## src/logic/probe_pkg.sv

```systemverilog
//
// Contract
// Mode bit 9 (probe two) or 1 (probe three) picks single capture when 0, continuous when 1.
// Probe two source bit 10 picks the input when 0, the encoder zero point when 1.
// Probe two rising bit 12 with the input as source stores position and time stamp on a rise.
// Probe two falling bit 13 with the input as source stores position and time stamp on a fall.
// With the zero point as source, passing it stores position only, per enabled edge.
// Probe three control bit 0 disables probe three when 0, enables it when 1.
// Probe three source bit 2 picks the input when 0, the encoder zero point when 1.
// Probe three rising bit 4 stores position on a rise, plus the time stamp from the input.
// Probe three falling bit 5 stores position on a fall, plus the time stamp from the input.
// Reserved control bits read back undefined; software writes them zero.
// Linear zero points lie every homing stop interval from the linear home position.
// First control word bit 8 disables probe two when 0, enables it when 1.
// A stored flag sets on each capture and clears while its sampling bit is zero.
// In continuous mode each edge's toggle bit inverts on every capture of that edge.
// Single mode latches only the first qualifying edge until the sampling bit is rewritten.
// A disabled channel latches nothing and keeps its position and time stamp registers.
`default_nettype none

package probe_pkg;
   // apb map, byte addresses
   localparam logic [15:0] OFS_CTRL     = 16'h2de0;
   localparam logic [15:0] OFS_CTRL3    = 16'h2de8;
   localparam logic [15:0] OFS_STATUS   = 16'h2dec;
   localparam logic [15:0] OFS_POS2_R   = 16'h2e00;
   localparam logic [15:0] OFS_POS2_F   = 16'h2e04;
   localparam logic [15:0] OFS_TS2_R    = 16'h2e08;
   localparam logic [15:0] OFS_TS2_F    = 16'h2e0c;
   localparam logic [15:0] OFS_POS3_R   = 16'h2e10;
   localparam logic [15:0] OFS_POS3_F   = 16'h2e14;
   localparam logic [15:0] OFS_TS3_R    = 16'h2e18;
   localparam logic [15:0] OFS_TS3_F    = 16'h2e1c;
   localparam logic [15:0] OFS_IRQ_ST   = 16'h2e20;
   localparam logic [15:0] OFS_IRQ_MASK = 16'h2e24;
   localparam logic [15:0] OFS_CFG      = 16'h2e28;
   localparam logic [15:0] OFS_INTERVAL = 16'h2e2c;
   localparam logic [15:0] OFS_HOME     = 16'h2e30;

   // probe two fields of the first control word
   localparam int unsigned P2_EN_BIT   = 8;
   localparam int unsigned P2_CONT_BIT = 9;
   localparam int unsigned P2_SRC_BIT  = 10;
   localparam int unsigned P2_RISE_BIT = 12;
   localparam int unsigned P2_FALL_BIT = 13;
   // probe three fields of its control word
   localparam int unsigned P3_EN_BIT   = 0;
   localparam int unsigned P3_CONT_BIT = 1;
   localparam int unsigned P3_SRC_BIT  = 2;
   localparam int unsigned P3_RISE_BIT = 4;
   localparam int unsigned P3_FALL_BIT = 5;

   // status word: probe three low byte, probe two high byte
   localparam int unsigned ST2_EN_BIT   = 8;
   localparam int unsigned ST2_RST_BIT  = 9;
   localparam int unsigned ST2_FST_BIT  = 10;
   localparam int unsigned ST2_RTG_BIT  = 14;
   localparam int unsigned ST2_FTG_BIT  = 15;
   localparam int unsigned ST3_EN_BIT   = 0;
   localparam int unsigned ST3_RST_BIT  = 1;
   localparam int unsigned ST3_FST_BIT  = 2;
   localparam int unsigned ST3_RTG_BIT  = 6;
   localparam int unsigned ST3_FTG_BIT  = 7;

   // interrupt status and mask layout
   localparam int unsigned IRQ_W        = 4;
   localparam int unsigned IRQ_P2R_BIT  = 0;
   localparam int unsigned IRQ_P2F_BIT  = 1;
   localparam int unsigned IRQ_P3R_BIT  = 2;
   localparam int unsigned IRQ_P3F_BIT  = 3;
   localparam int unsigned CFG_LIN_BIT  = 0;

   // reset values
   localparam logic [15:0] CTRL_RST     = 16'h0000;
   localparam logic [31:0] INTERVAL_RST = 32'h0000_1000;
   localparam logic [31:0] HOME_RST     = 32'h0000_0000;

   // time stamp runs in ns at the 250 mhz clock
   localparam int unsigned CLK_MHZ      = 250;
   localparam int unsigned TS_STEP_NS   = 1000 / CLK_MHZ;
   localparam int unsigned POS_W        = 32;
endpackage

`default_nettype wire

```

## src/logic/probe_latch_chan.sv

```systemverilog
`default_nettype none

// one capture channel: edge qualify, latch, stored and toggle flags
module probe_latch_chan #(
   parameter int unsigned POS_W = 32
) (
   input  wire logic             ref_clk_i,
   input  wire logic             reset_n_i,
   input  wire logic             enable_i,
   input  wire logic             cont_i,
   input  wire logic             src_zero_i,
   input  wire logic             rise_en_i,
   input  wire logic             fall_en_i,
   input  wire logic             pin_rise_i,
   input  wire logic             pin_fall_i,
   input  wire logic             zero_i,
   input  wire logic [POS_W-1:0] position_i,
   input  wire logic [31:0]      tstamp_i,
   output logic      [POS_W-1:0] pos_rise_o,
   output logic      [POS_W-1:0] pos_fall_o,
   output logic      [31:0]      ts_rise_o,
   output logic      [31:0]      ts_fall_o,
   output logic                  stored_rise_o,
   output logic                  stored_fall_o,
   output logic                  toggle_rise_o,
   output logic                  toggle_fall_o,
   output logic                  done_rise_o,
   output logic                  done_fall_o
);
   if (POS_W < 8 || POS_W > 32) begin : g_bad_width
      $error("probe_latch_chan: POS_W must lie in 8..32");
   end

   typedef struct packed {
      logic [POS_W-1:0] pos_r;
      logic [POS_W-1:0] pos_f;
      logic [31:0]      ts_r;
      logic [31:0]      ts_f;
      logic             st_r;
      logic             st_f;
      logic             tg_r;
      logic             tg_f;
      logic             dn_r;
      logic             dn_f;
   } chan_s;

   chan_s s_q;
   chan_s s_d;
   logic  trig_r;
   logic  trig_f;
   logic  arm_r;
   logic  arm_f;

   // next state of the channel
   always_comb begin
      s_d = s_q;
      // trigger source select
      trig_r = src_zero_i ? zero_i : pin_rise_i;
      trig_f = src_zero_i ? zero_i : pin_fall_i;
      // arm only when enabled; single mode waits for re-arm
      arm_r = enable_i & rise_en_i & (cont_i | ~s_q.st_r);
      arm_f = enable_i & fall_en_i & (cont_i | ~s_q.st_f);
      s_d.dn_r = arm_r & trig_r;
      s_d.dn_f = arm_f & trig_f;
      // stored flag drops while its sampling bit is zero
      if (!rise_en_i) begin
         s_d.st_r = 1'b0;
      end
      if (!fall_en_i) begin
         s_d.st_f = 1'b0;
      end
      // rising capture, time stamp only from the input
      if (s_d.dn_r) begin
         s_d.pos_r = position_i;
         if (!src_zero_i) begin
            s_d.ts_r = tstamp_i;
         end
         s_d.st_r = 1'b1;
         // toggle per capture in continuous mode
         if (cont_i) begin
            s_d.tg_r = ~s_q.tg_r;
         end
      end
      // falling capture
      if (s_d.dn_f) begin
         s_d.pos_f = position_i;
         if (!src_zero_i) begin
            s_d.ts_f = tstamp_i;
         end
         s_d.st_f = 1'b1;
         // toggle per capture in continuous mode
         if (cont_i) begin
            s_d.tg_f = ~s_q.tg_f;
         end
      end
   end

   // state register, synchronous reset
   always_ff @(posedge ref_clk_i) begin
      if (!reset_n_i) begin
         s_q <= '0;
      end else begin
         s_q <= s_d;
      end
   end

   assign pos_rise_o    = s_q.pos_r;
   assign pos_fall_o    = s_q.pos_f;
   assign ts_rise_o     = s_q.ts_r;
   assign ts_fall_o     = s_q.ts_f;
   assign stored_rise_o = s_q.st_r;
   assign stored_fall_o = s_q.st_f;
   assign toggle_rise_o = s_q.tg_r;
   assign toggle_fall_o = s_q.tg_f;
   assign done_rise_o   = s_q.dn_r;
   assign done_fall_o   = s_q.dn_f;
endmodule

`default_nettype wire

```

## src/logic/probe_position_latch.sv

```systemverilog
// Local design decision: the APB slave port.
`default_nettype none

// touch-probe position latch for probes two and three, apb slave
module probe_position_latch (
   input  wire logic        ref_clk_i,
   input  wire logic        reset_n_i,
   // apb slave
   input  wire logic        psel,
   input  wire logic        penable,
   input  wire logic        pwrite,
   input  wire logic [15:0] paddr,
   input  wire logic [31:0] pwdata,
   output logic      [31:0] prdata,
   output logic             pready,
   output logic             pslverr,
   // probe pins and encoder
   input  wire logic        second_probe_input_i,
   input  wire logic        third_probe_input_i,
   input  wire logic [31:0] position_i,
   input  wire logic        encoder_zero_i,
   // interrupt
   output logic             irq_o
);
   localparam int unsigned PW = probe_pkg::POS_W;

   typedef struct packed {
      logic [15:0]                  ctrl;
      logic [15:0]                  ctrl3;
      logic [probe_pkg::IRQ_W-1:0]  irq_st;
      logic [probe_pkg::IRQ_W-1:0]  irq_mask;
      logic                         linear;
      logic [31:0]                  interval;
      logic [31:0]                  home;
      logic [31:0]                  zone_lo;
      logic                         lin_zero;
      logic [2:0]                   sync2;
      logic [2:0]                   sync3;
      logic [31:0]                  tstamp;
      logic [31:0]                  rdata;
      logic                         err;
   } top_s;

   top_s s_q;
   top_s s_d;

   // channel outputs
   logic [PW-1:0] pos2_r;
   logic [PW-1:0] pos2_f;
   logic [31:0]   ts2_r;
   logic [31:0]   ts2_f;
   logic [PW-1:0] pos3_r;
   logic [PW-1:0] pos3_f;
   logic [31:0]   ts3_r;
   logic [31:0]   ts3_f;
   logic          st2_r;
   logic          st2_f;
   logic          tg2_r;
   logic          tg2_f;
   logic          st3_r;
   logic          st3_f;
   logic          tg3_r;
   logic          tg3_f;
   logic          dn2_r;
   logic          dn2_f;
   logic          dn3_r;
   logic          dn3_f;

   // decoded control fields
   logic          p2_en;
   logic          p3_en;
   logic          zero_ev;
   logic          rise2;
   logic          fall2;
   logic          rise3;
   logic          fall3;
   logic [15:0]   status;
   logic          setup;
   logic          access;
   logic          wr;

   // probe two enable from the first control word
   assign p2_en = s_q.ctrl[probe_pkg::P2_EN_BIT];
   // probe three enable from its own control word
   assign p3_en = s_q.ctrl3[probe_pkg::P3_EN_BIT];

   // edges from the second and third sync stages; stage 0 feeds stage 1 only
   assign rise2 = s_q.sync2[1] & ~s_q.sync2[2];
   assign fall2 = ~s_q.sync2[1] & s_q.sync2[2];
   assign rise3 = s_q.sync3[1] & ~s_q.sync3[2];
   assign fall3 = ~s_q.sync3[1] & s_q.sync3[2];

   // linear motors use the interval grid, rotary the encoder pulse
   assign zero_ev = s_q.linear ? s_q.lin_zero : encoder_zero_i;

   // status word as seen by software
   always_comb begin
      status = 16'h0000;
      status[probe_pkg::ST2_EN_BIT]  = p2_en;
      status[probe_pkg::ST2_RST_BIT] = st2_r;
      status[probe_pkg::ST2_FST_BIT] = st2_f;
      status[probe_pkg::ST2_RTG_BIT] = tg2_r;
      status[probe_pkg::ST2_FTG_BIT] = tg2_f;
      status[probe_pkg::ST3_EN_BIT]  = p3_en;
      status[probe_pkg::ST3_RST_BIT] = st3_r;
      status[probe_pkg::ST3_FST_BIT] = st3_f;
      status[probe_pkg::ST3_RTG_BIT] = tg3_r;
      status[probe_pkg::ST3_FTG_BIT] = tg3_f;
   end

   // apb phases; zero wait states, data ready from setup
   assign setup  = psel & ~penable;
   assign access = psel & penable;
   assign wr     = access & pwrite;
   assign pready = access;
   assign pslverr = access & s_q.err;
   assign prdata = s_q.rdata;
   assign irq_o  = |(s_q.irq_st & s_q.irq_mask);

   // next state of registers, tracker, syncs and bus
   always_comb begin
      s_d = s_q;
      s_d.sync2 = {s_q.sync2[1:0], second_probe_input_i};
      s_d.sync3 = {s_q.sync3[1:0], third_probe_input_i};
      s_d.tstamp = s_q.tstamp + 32'(probe_pkg::TS_STEP_NS);

      // zone tracker steps one interval per crossed zero point
      s_d.lin_zero = 1'b0;
      if (s_q.linear && s_q.interval != 32'h0000_0000) begin
         if ($signed(position_i) >= $signed(s_q.zone_lo + s_q.interval)) begin
            s_d.lin_zero = 1'b1;
            s_d.zone_lo  = s_q.zone_lo + s_q.interval;
         end else if ($signed(position_i) < $signed(s_q.zone_lo)) begin
            s_d.lin_zero = 1'b1;
            s_d.zone_lo  = s_q.zone_lo - s_q.interval;
         end
      end

      // read decode in the setup phase, held through access
      if (setup) begin
         s_d.err = 1'b0;
         case (paddr)
            probe_pkg::OFS_CTRL:     s_d.rdata = {16'h0000, s_q.ctrl};
            probe_pkg::OFS_CTRL3:    s_d.rdata = {16'h0000, s_q.ctrl3};
            probe_pkg::OFS_STATUS:   s_d.rdata = {16'h0000, status};
            probe_pkg::OFS_POS2_R:   s_d.rdata = 32'(pos2_r);
            probe_pkg::OFS_POS2_F:   s_d.rdata = 32'(pos2_f);
            probe_pkg::OFS_TS2_R:    s_d.rdata = ts2_r;
            probe_pkg::OFS_TS2_F:    s_d.rdata = ts2_f;
            probe_pkg::OFS_POS3_R:   s_d.rdata = 32'(pos3_r);
            probe_pkg::OFS_POS3_F:   s_d.rdata = 32'(pos3_f);
            probe_pkg::OFS_TS3_R:    s_d.rdata = ts3_r;
            probe_pkg::OFS_TS3_F:    s_d.rdata = ts3_f;
            probe_pkg::OFS_IRQ_ST:   s_d.rdata = 32'(s_q.irq_st);
            probe_pkg::OFS_IRQ_MASK: s_d.rdata = 32'(s_q.irq_mask);
            probe_pkg::OFS_CFG:      s_d.rdata = {31'h0000_0000, s_q.linear};
            probe_pkg::OFS_INTERVAL: s_d.rdata = s_q.interval;
            probe_pkg::OFS_HOME:     s_d.rdata = s_q.home;
            default: begin
               s_d.rdata = 32'h0000_0000;
               s_d.err   = 1'b1;
            end
         endcase
      end

      // writes take effect at the access edge; errors change nothing
      if (wr && !s_q.err) begin
         case (paddr)
            // reserved bits stored as written; software keeps them zero
            probe_pkg::OFS_CTRL:     s_d.ctrl = pwdata[15:0];
            probe_pkg::OFS_CTRL3:    s_d.ctrl3 = pwdata[15:0];
            probe_pkg::OFS_IRQ_MASK: s_d.irq_mask = pwdata[probe_pkg::IRQ_W-1:0];
            probe_pkg::OFS_CFG:      s_d.linear = pwdata[probe_pkg::CFG_LIN_BIT];
            probe_pkg::OFS_INTERVAL: s_d.interval = pwdata;
            probe_pkg::OFS_HOME: begin
               // re-anchor the zero grid on the new home position
               s_d.home    = pwdata;
               s_d.zone_lo = pwdata;
            end
            probe_pkg::OFS_IRQ_ST:   s_d.irq_st = s_q.irq_st & ~pwdata[probe_pkg::IRQ_W-1:0];
            default: begin
               s_d.ctrl = s_q.ctrl;
            end
         endcase
      end

      // capture events set sticky bits after the clear, so set wins
      if (dn2_r) begin
         s_d.irq_st[probe_pkg::IRQ_P2R_BIT] = 1'b1;
      end
      if (dn2_f) begin
         s_d.irq_st[probe_pkg::IRQ_P2F_BIT] = 1'b1;
      end
      if (dn3_r) begin
         s_d.irq_st[probe_pkg::IRQ_P3R_BIT] = 1'b1;
      end
      if (dn3_f) begin
         s_d.irq_st[probe_pkg::IRQ_P3F_BIT] = 1'b1;
      end
   end

   // state register, synchronous reset
   always_ff @(posedge ref_clk_i) begin
      if (!reset_n_i) begin
         s_q          <= '0;
         s_q.ctrl     <= probe_pkg::CTRL_RST;
         s_q.ctrl3    <= probe_pkg::CTRL_RST;
         s_q.interval <= probe_pkg::INTERVAL_RST;
         s_q.home     <= probe_pkg::HOME_RST;
         s_q.zone_lo  <= probe_pkg::HOME_RST;
      end else begin
         s_q <= s_d;
      end
   end

   // probe two channel, first control word
   probe_latch_chan #(
      .POS_W (PW)
   ) u_chan2 (
      .ref_clk_i     (ref_clk_i),
      .reset_n_i     (reset_n_i),
      .enable_i      (p2_en),
      // mode bit 9
      .cont_i        (s_q.ctrl[probe_pkg::P2_CONT_BIT]),
      // source bit 10
      .src_zero_i    (s_q.ctrl[probe_pkg::P2_SRC_BIT]),
      // rising bit 12
      .rise_en_i     (s_q.ctrl[probe_pkg::P2_RISE_BIT]),
      // falling bit 13
      .fall_en_i     (s_q.ctrl[probe_pkg::P2_FALL_BIT]),
      .pin_rise_i    (rise2),
      .pin_fall_i    (fall2),
      .zero_i        (zero_ev),
      .position_i    (position_i[PW-1:0]),
      .tstamp_i      (s_q.tstamp),
      .pos_rise_o    (pos2_r),
      .pos_fall_o    (pos2_f),
      .ts_rise_o     (ts2_r),
      .ts_fall_o     (ts2_f),
      .stored_rise_o (st2_r),
      .stored_fall_o (st2_f),
      .toggle_rise_o (tg2_r),
      .toggle_fall_o (tg2_f),
      .done_rise_o   (dn2_r),
      .done_fall_o   (dn2_f)
   );

   // probe three channel, its own control word
   probe_latch_chan #(
      .POS_W (PW)
   ) u_chan3 (
      .ref_clk_i     (ref_clk_i),
      .reset_n_i     (reset_n_i),
      .enable_i      (p3_en),
      // mode bit 1
      .cont_i        (s_q.ctrl3[probe_pkg::P3_CONT_BIT]),
      // source bit 2
      .src_zero_i    (s_q.ctrl3[probe_pkg::P3_SRC_BIT]),
      // rising bit 4
      .rise_en_i     (s_q.ctrl3[probe_pkg::P3_RISE_BIT]),
      // falling bit 5
      .fall_en_i     (s_q.ctrl3[probe_pkg::P3_FALL_BIT]),
      .pin_rise_i    (rise3),
      .pin_fall_i    (fall3),
      .zero_i        (zero_ev),
      .position_i    (position_i[PW-1:0]),
      .tstamp_i      (s_q.tstamp),
      .pos_rise_o    (pos3_r),
      .pos_fall_o    (pos3_f),
      .ts_rise_o     (ts3_r),
      .ts_fall_o     (ts3_f),
      .stored_rise_o (st3_r),
      .stored_fall_o (st3_f),
      .toggle_rise_o (tg3_r),
      .toggle_fall_o (tg3_f),
      .done_rise_o   (dn3_r),
      .done_fall_o   (dn3_f)
   );
endmodule

`default_nettype wire

```

## config.mk

```make
export PLATFORM = sky130hd
export DESIGN_NAME = probe_position_latch
export DESIGN_NICKNAME = d
export VERILOG_FILES = /design/src/logic/probe_pkg.sv /design/src/logic/probe_latch_chan.sv /design/src/logic/probe_position_latch.sv
export SDC_FILE = /design/constraint.sdc
export NUM_CORES = 1
export LEC_CHECK = 0
export ABC_AREA = 1
export BUFFER_PORTS_ARGS = -buffer_cell sky130_fd_sc_hd__buf_2
export CAP_MARGIN = 0
export CELL_PAD_IN_SITES_DETAIL_PLACEMENT = 1
export CELL_PAD_IN_SITES_GLOBAL_PLACEMENT = 1
export CORE_MARGIN = 5
export CORE_UTILIZATION = 40
export DETAILED_ROUTE_END_ITERATION = 12
export PLACE_DENSITY_LB_ADDON = 0.05
export SETUP_SLACK_MARGIN = 0.05
export SKIP_LAST_GASP = 1
export SYNTH_ARGS = -nofsm -noshare
export SYNTH_HDL_FRONTEND = slang
export SYNTH_HIERARCHICAL = 1
export SYNTH_SLANG_ARGS = --single-unit
```

## constraint.sdc

```tcl
create_clock -name ref_clk_i -period 3.4 [get_ports ref_clk_i]
set_clock_uncertainty 0.1 [all_clocks]
set_input_delay 0.51 -clock ref_clk_i [delete_from_list [all_inputs] [get_ports ref_clk_i]]
set_output_delay 0.51 -clock ref_clk_i [all_outputs]
set_load 0.02 [all_outputs]
```

==> flow_summary.ini, run 1 <==
[outcome]
run_status = finished, violations left
failed_checks = setup timing

[clock_network]
root_buffer = clkbuf_16
clk_pin_slew_ps = 70
clock_latency_ps = 640
cts_sinks = 475
numCtsBuffers = 55
htreeDepth = 2
tritoncts = yes
clock_path_buffers = 3

[timing]
fmax_mhz = 248
rsz0062_at_grt = true
setup_slack_ps = -637
slew_headroom = 0.343
hold_violations = 0
fin_crit_ps = 4040
period_share = 1.19
maxSlewViolCount = 0
whs_ps = 95.4
finalSetupViolCount = 33
tightest_slew_ps = 986

[place]
io_buffers = 122
dp_hpwl_mm = 88.8
routabilityCongestion = 0.960

[yosys]
synth_top_area_share = 0.334
synth_edf_count = 0
synth_cell_types = 54
synth_warnings = 6
syn_area_um2 = 28500
seq_area_frac_synth = 0.334
ys_ff_latch = 475
syn_inst = 4436
post_synth.cell_area_avg_um2 = 6.41
ys_async_sr_fraction = 0
synth-main-ff-cell = dfxtp_1
synth_top_cell_by_area = dfxtp_1
ys_top_cells_by_area = dfxtp_1 (33%), nand2_1 (12%), inv_1 (8.7%)

[setup_path]
arrival_ps = 4490
worstSetupEndpointType = register
cp.required_ps = 3850
path_class = register to register
cp_max_fo = 5
start_kind = register

[final_layout]
nNetsFinal = 4916
drive_gt1_frac = 0.194
final_common_cell = nand2_1
area_delta_synth_final_pct = 24.6
layout_common_cells = nand2_1 (826), inv_1 (626), nor2_1 (585)
n_antenna_cell = 0
regMostFlops = s_q
largest_register_ffs = 169
final_util = 0.504

[floorplanning]
boundaryPins = 123
start_util = 0.405
rows = 97
die_y_um = 277
die_x_um = 277
core_area_um2 = 70300
die_area_um2 = 76600

[route]
drtIter0Drc = 2342
wl_per_cell_um = 22.1
drcViolationCount = 0
via_per_inst = 5.41
drt_wl_total_mm = 125
via_count = 30700
firstDrtPassIters = 6
ant_nets = 0

[min_path]
holdCritPathClass = input port to register

[global_routing]
grt_util_all_layers = 0.309
grt_max_degree = 204
grt_pass1_wl_mm = 187
grt-ovfl-total = 0
antenna_found_initial = 2
grt_pass1_vias = 30700

[pwr]
peakVddDrop_v = 0.000397
total_power_mw = 12.8
cellPowerDensity_nw_per_um2 = 360
power.leakage_nw = 15.3

[flow_run]
drv_cap = 0
-- Yosys cell counts (all sizes together), types with 13 or more instances --
library cell  number
a311oi            28
a21oi            387
inv              673
nor2             650
nand4             96
nand2            904
dfxtp            475
o21ai            273
clkbuf            93
nor4              13
ha               126
a211oi            16
nor3              30
nand3            340
o22ai             50
buf              166
xor2              41
-- final timing paths --
check,startpoint,endpoint,slack (ps),depth (start not counted)
worst max register to register,s_q[152],s_q[92],-640,27
worst max-delay path,s_q[152],s_q[92],-640,27
worst min register to register,s_d[69],s_d[70],330,2
worst min-delay path,pwdata[29],s_q[165],100,3
-- layer usage --
metal,GRT usage,share of wire,vias to the layer above
met3,0.0339,0.044,240
met5,0,0.00018,-
met4,0.113,0.045,4
met1,0.408,0.44,15000
li1,-,-,14700
met2,0.523,0.47,802
-- where the power goes --
group / internal [mW] / total (mW) / switching [mW]
Combinational: 0.284 / 0.843 / 0.559
Sequential: 5.57 / 5.58 / 0.00742
Clock: 3.71 / 6.34 / 2.63
Total: 9.57 / 12.8 / 3.20
-- cells by family (layout without fill, tap and decap cells) --
family / after synthesis / count (layout) / share of synthesized area
XOR/XNOR: 42 / 42 / 0.0129
other: 1 / 4 / 0.000132
buffers and inverters: 933 / 1241 / 0.136
AND/OR/NAND/NOR: 2046 / 2046 / 0.304
adder cells (fa/ha/maj): 128 / 128 / 0.0568
flip-flops: 475 / 475 / 0.334
AO/OA/AOI/OAI: 811 / 811 / 0.156
-- worst max-delay path, cell delays in order (launching register included) --
cell and delay [ps]:
dfxtp_1 330, inv_1 70, ha_2 310, nor2_1 170
buf_4 130, nand2_1 140, nor3_2 330, nand3_2 140
nand2_2 100, xor2_2 180, inv_2 70, ha_4 270
nand2_4 60, buf_4 130, nor3_2 130, nand4_1 160
nor2_2 130, nand2_2 90, nand2_4 100, nor2_8 50
buf_4 130, buf_6 110, buf_8 130, nor2_2 90
nor2_1 50, nand2_1 110, nand2_1 60, a21oi_1 110
-- metrics by stage --
stage | TNS [ps] | cell area (µm²) | setup slack, ps | std cells
6_report | -18160 | 35500 | -637 | 5687
5_1_grt | -24200 | 35500 | -834 | 5687
4_1_cts | -11200 | 34600 | -401 | 5673
3_5_place_dp | -20000 | 31500 | -675 | 5542
3_3_place_gp | -17770 | 31500 | -615 | 5542
2_1_floorplan | -119 | 28600 | -11.8 | 4439
-- cell type report --
cell class                      instances  area, µm²
Clock buffer                           80       1580
Clock inverter                         24        334
Fill cell                            9155      34800
Inverter                              674       2540
Multi-Input combinational cell       3031      16700
Sequential cell                       475       9530
Tap cell                              940       1180
Timing Repair Buffer                  463       3580
-- timing repair --
item	4_1_cts	5_1_grt
cloned	3	3
hold buffers	2	0
hold endpoints to repair	2	0
gates resized for setup	218	164
endpoints found under the setup margin	33	33
pin swaps	49	88
buffers inserted	23	12
Power figures use the tool's default switching activity.
==> run 2, diff against run 1 <==
--- a/config.mk
+++ b/config.mk
@@ -8,10 +8,10 @@
 export ABC_AREA = 1
 export BUFFER_PORTS_ARGS = -buffer_cell sky130_fd_sc_hd__buf_2
 export CAP_MARGIN = 0
-export CELL_PAD_IN_SITES_DETAIL_PLACEMENT = 1
-export CELL_PAD_IN_SITES_GLOBAL_PLACEMENT = 1
+export CELL_PAD_IN_SITES_DETAIL_PLACEMENT = 0
+export CELL_PAD_IN_SITES_GLOBAL_PLACEMENT = 2
 export CORE_MARGIN = 5
-export CORE_UTILIZATION = 40
+export CORE_UTILIZATION = 31
 export DETAILED_ROUTE_END_ITERATION = 12
 export PLACE_DENSITY_LB_ADDON = 0.05
 export SETUP_SLACK_MARGIN = 0.05
==> run 2 against run 1 <==
  * Largest power group unchanged
  * Combinational power increased by 1%
  * Sequential power about the same
  * Critical path depth decreased by 1
  * The run still ends with setup timing left
==> flow_summary.ini, run 2 (synthesis gave the netlist of run 1 again) <==
[min_path]
holdCritPathClass = input port to register
min_from = pwdata[28]
min_to = s_q[164]
min_path_cells = 3

[clock_network]
clk_pin_slew_ps = 60
tritoncts = yes
numCtsBuffers = 59
clock_path_buffers = 3
root_buffer = clkbuf_16
clock_latency_ps = 650
htreeDepth = 2
cts_sinks = 475

[route]
maxUsedRoutingLayer = met4
met1_length_mm = 58.7
drcViolationCount = 0
met2WireLength_mm = 63.1
met3RoutedLength_mm = 5.15
drtIter0Drc = 1892
ant_nets = 0
via_per_inst = 4.93
drt_wl_total_mm = 130
via_count = 29600
firstDrtPassIters = 7
wl_per_cell_um = 21.7

[timing]
whs_ps = 79.4
slew_headroom = 0.288
tightest_slew_ps = 1070
setup_slack_ps = -489
fin_crit_ps = 3890
finalSetupViolCount = 33
rsz0062_at_grt = true
maxSlewViolCount = 0
fin_tns_setup_ps = -13490
period_share = 1.14
hold_violations = 0
fmax_mhz = 257

[outcome]
failed_checks = setup timing
run_status = finished, violations left

[final_layout]
regMostFlops = s_q
final_util = 0.396
final_common_cell = nand2_1
largest_register_ffs = 169
drive_gt1_frac = 0.198
area_delta_synth_final_pct = 27.1
layout_common_cells = nand2_1 (836), inv_1 (629), nor2_1 (592)
nFillCells = 10100
nNetsFinal = 4977
final_area_um2 = 36200

[pwr]
peakVddDrop_v = 0.000383
switching_share = 0.253
power.switching_mw = 3.29
p_int_mw = 9.73
power.leakage_nw = 15.5
p_clk_frac = 0.506
pwr-share-seq = 0.428
cellPowerDensity_nw_per_um2 = 360
pwr-share-comb = 0.066

[global_routing]
antenna_found_initial = 2
grt_util_all_layers = 0.256
grt_pass1_vias = 28500
grt_pass1_wl_mm = 190
grt_max_degree = 98
grt-ovfl-total = 0

[floorplanning]
rows = 111
start_util = 0.311
die_x_um = 313
die_area_um2 = 97900
die_y_um = 313
boundaryPins = 123
core_area_um2 = 91400

[place]
io_buffers = 122
dp_hpwl_mm = 95.1
place_area_um2 = 32400
routabilityCongestion = 0.895

[setup_path]
path_class = register to register
rrSetupSlack_ps = -490
arrival_ps = 4350
reg2regPathDepth = 26
worstSetupEndpointType = register
r2r-end = s_q[73]
cp_max_fo = 6
rr_startpoint = s_q[72]
start_kind = register
cp.required_ps = 3860

[flow_run]
drv_cap = 0
-- run 2: cell types whose count changed in the layout (fill, tap and decap cells not counted), sizes merged --
cell	previous run	this run
buf	458	517
clkbuf	83	87
diode	0	1
clkinvlp	1	2
clkinv	15	14
bufinv	6	5
-- run 2: worst max-delay path by stage --
stage | from | endpoint | cells past startpoint
global placement | s_q[143] | s_q[76] | 26
global route | s_q[145] | s_q[73] | 28
CTS | s_q[136] | s_q[73] | 26
detailed placement | s_q[148] | s_q[93] | 27
finish | s_q[72] | s_q[73] | 26
floorplan | s_q[138] | s_q[88] | 30
-- run 2: worst max-delay path: stages (launching register included) --
cell	delay [ps]
dfxtp_2	350
ha_4	150
inv_2	40
fa_2	330
nand3b_1	170
nand2_2	100
nand4_1	140
nand3_4	160
nand3_2	90
nand2_2	110
xor2_2	210
inv_2	80
ha_4	270
nand2_4	60
nor2_4	120
nand2_2	90
nor2_2	120
nand2_2	90
nand3_4	110
nand2_4	70
nor2_8	140
buf_12	160
buf_6	120
nand3_2	80
nand2_2	90
nand3_2	80
a21oi_2	160
-- run 2: layout make-up --
type                            instances  area (µm²)  share of cell area
Tap cell                             1186        1480              0.0410
Sequential cell                       475        9530               0.263
Clock inverter                         23         290             0.00803
Clock buffer                           86        1710              0.0472
Inverter                              674        2530              0.0701
Antenna cell                            1        2.50           0.0000692
Timing Repair Buffer                  520        4100               0.113
Multi-Input combinational cell       3031       16500               0.457
-- run 2: routing by layer --
metal / track usage / vias up
li1: - / 14800
met1: 0.338 / 14000
met2: 0.451 / 620
met3: 0.0259 / 136
met4: 0.0600 / 0
met5: 0 / -
-- run 2: timing repair --
action | in CTS | in global routing
cloned | 4 | 1
hold endpoints to repair | 2 | 0
setup endpoints to repair | 33 | 33
pin swaps | 57 | 86
gates resized for setup | 175 | 156
hold buffers | 2 | 0
setup buffers | 15 | 9
-- run 2: power groups by stage --
stage	Combinational, mW	Clock, mW	Sequential, mW
floorplan	0.355	0	5.70
global placement	0.758	0	5.70
detailed placement	0.754	0	5.70
CTS	0.827	6.79	5.58
global route	0.923	7.01	5.58
finish	0.855	6.59	5.58
-- run 2: stage by stage --
stage / total power, mW / std cells / setup slack [ps]
final: 13.0 / 5996 / -489
after global routing: 13.5 / 5995 / -696
after CTS: 13.2 / 5986 / -447
after detailed placement: 6.46 / 5856 / -667
after global placement: 6.46 / 5856 / -645
after floorplan: 6.05 / 4439 / -11.8
==> run 3, diff against run 2 <==
--- a/config.mk
+++ b/config.mk
@@ -10,8 +10,7 @@
 export CAP_MARGIN = 0
 export CELL_PAD_IN_SITES_DETAIL_PLACEMENT = 0
 export CELL_PAD_IN_SITES_GLOBAL_PLACEMENT = 2
-export CORE_MARGIN = 5
-export CORE_UTILIZATION = 31
+export CORE_UTILIZATION = 35
 export DETAILED_ROUTE_END_ITERATION = 12
 export PLACE_DENSITY_LB_ADDON = 0.05
 export SETUP_SLACK_MARGIN = 0.05
==> constraint.sdc (replaced) <==
create_clock -name ref_clk_i -period 3.9 [get_ports ref_clk_i]
set_clock_uncertainty 0.1 [all_clocks]
set_input_delay 0.585 -clock ref_clk_i [delete_from_list [all_inputs] [get_ports ref_clk_i]]
set_output_delay 0.585 -clock ref_clk_i [all_outputs]
set_load 0.02 [all_outputs]
==> run 3 against run 2 <==
  * The flow still finishes with violations (setup timing)
  * Global-route usage grew 3.6 points
  * Clock-buffer cell count grew 7
  * Largest power group unchanged
  * Critical path depth is the same
  * Highest routed layer unchanged
  * Clock power shrank 14%
  * Sequential power shrank 13%
  * Hold slack lost 5.1 ps
  * Register-to-register slack gained 470 ps
  * Core utilization grew 4.2 points
  * Design area shrank 2.8%
==> flow_summary.ini, run 3 (synthesis gave the netlist of run 1 again) <==
[global_routing]
grt_max_degree = 180
grt_util_all_layers = 0.292
grt-ovfl-total = 0
grt_pass1_vias = 27700
grt_pass1_wl_mm = 181
antenna_found_initial = 0

[route]
wl_per_cell_um = 21.3
drtIter0Drc = 1881
ant_nets = 0
via_per_inst = 5.05
via_count = 29300
drcViolationCount = 0
drt_wl_total_mm = 123
firstDrtPassIters = 7

[setup_path]
r2r-end = s_q[79]
start_kind = register
rrSetupSlack_ps = -20
worstSetupEndpointType = register
cp_max_fo = 5
path_class = register to register
arrival_ps = 4290
rr_startpoint = s_q[77]
reg2regPathDepth = 26
cp.required_ps = 4270

[final_layout]
n_antenna_cell = 0
area_delta_synth_final_pct = 23.6
largest_register_ffs = 169
layout_common_cells = nand2_1 (850), inv_1 (629), nor2_1 (590)
final_common_cell = nand2_1
regMostFlops = s_q
drive_gt1_frac = 0.180
nNetsFinal = 4905

[floorplanning]
rows = 104
die_x_um = 287
boundaryPins = 123
die_y_um = 287
start_util = 0.354
die_area_um2 = 82400
core_area_um2 = 80400

[timing]
setup_slack_ps = -22.0
maxSlewViolCount = 0
fin_crit_ps = 3920
period_share = 1.01
tightest_slew_ps = 1100
rsz0062_at_grt = true
fmax_mhz = 255
hold_violations = 0
finalSetupViolCount = 3
whs_ps = 74.3
slew_headroom = 0.267

[flow_run]
drv_cap = 0

[pwr]
cellPowerDensity_nw_per_um2 = 319
peakVddDrop_v = 0.000352
power.leakage_nw = 15.1

[clock_network]
clock_path_buffers = 3
clk_pin_slew_ps = 60
numCtsBuffers = 59
tritoncts = yes
cts_sinks = 475
htreeDepth = 2
root_buffer = clkbuf_16
clock_latency_ps = 640
postCtsHoldBufs = 0

[min_path]
min_from = third_probe_input_i
min_to = s_d[66]
holdCritPathClass = input port to register
min_path_cells = 3

[place]
io_buffers = 122
pre_cts_ws_ps = -279
routabilityCongestion = 0.941
dp_hpwl_mm = 88.7

[outcome]
run_status = finished, violations left
failed_checks = setup timing
[run 3: changes by cell type in the layout (fill, tap and decap cells not counted), sizes merged, moves of 2 or more]
cell and change:
buf -70, clkbuf +7, inv -2, clkinv -3, bufinv -2, dlygate4sd3 -2
[run 3: through the flow]
step	util	instances	TNS [ps]	instance area, µm²	power, mW
after floorplan	-	4439	0	28500	5.28
after global placement	0.393	5661	-6600	31600	5.60
after detailed placement	0.393	5661	-6960	31600	5.60
after CTS	0.428	5788	0	34400	11.3
after global routing	0.437	5798	-6850	35200	11.6
final	0.437	5798	-30.5	35200	11.2
[run 3: metal layers]
metal / wire [µm] / share of wire / track usage
met5: 0 / 0 / 0
met3: 4840 / 0.039 / 0.0262
met2: 58200 / 0.47 / 0.496
met1: 56200 / 0.46 / 0.389
met4: 4170 / 0.034 / 0.0930
[run 3: worst max-delay path by stage]
stage	slack, ps	endpoint	cells after the start	start
2_1_floorplan	350	s_q[88]	29	s_q[136]
3_3_place_gp	-270	s_q[79]	28	s_q[148]
3_5_place_dp	-280	s_q[80]	26	s_q[148]
4_1_cts	50	s_q[79]	31	s_q[138]
5_1_grt	-290	s_q[77]	30	s_q[136]
6_report	-20	s_q[79]	26	s_q[77]
[run 3: what timing repair did]
item / 4_1_cts / 5_1_grt
endpoints found under the setup margin: 33 / 33
setup buffers: 14 / 10
gates cloned: 3 / 1
pin swaps: 39 / 77
gates resized for setup: 139 / 179
[run 3: worst max-delay path, stage by stage, from the launching register on]
cell and delay [ps]:
dfxtp_1 330, buf_4 140, ha_1 240, a21o_1 240, a21oi_2 120, nand2_2 110, buf_4 150, buf_4 130
xor2_2 190, ha_1 280, a21oi_1 130, o21a_1 150, nand2_1 150, nand2_1 120, nand2_2 100, nand2_2 100
nand2_1 70, nand2_2 100, inv_4 50, nor2_8 140, buf_12 150, clkbuf_16 150, nor2_1 40, nor2_1 90
nand2_1 60, nand2_1 50, a21oi_1 60
[run 3: area by class of cell]
cell class                      instances  area, µm²
Clock inverter                         17        208
Inverter                              674       2540
Tap cell                             1060       1330
Multi-Input combinational cell       3031      16400
Clock buffer                           93       1780
Sequential cell                       475       9530
Fill cell                            8776      45200
Timing Repair Buffer                  448       3440
[run 3: power by group]
part | leakage (nW) | internal [mW] | switching (mW)
clock network | 0.972 | 3.33 | 2.32
logic | 10.3 | 0.229 | 0.473
registers | 3.83 | 4.86 | 0.00594
total | 15.1 | 8.42 | 2.79
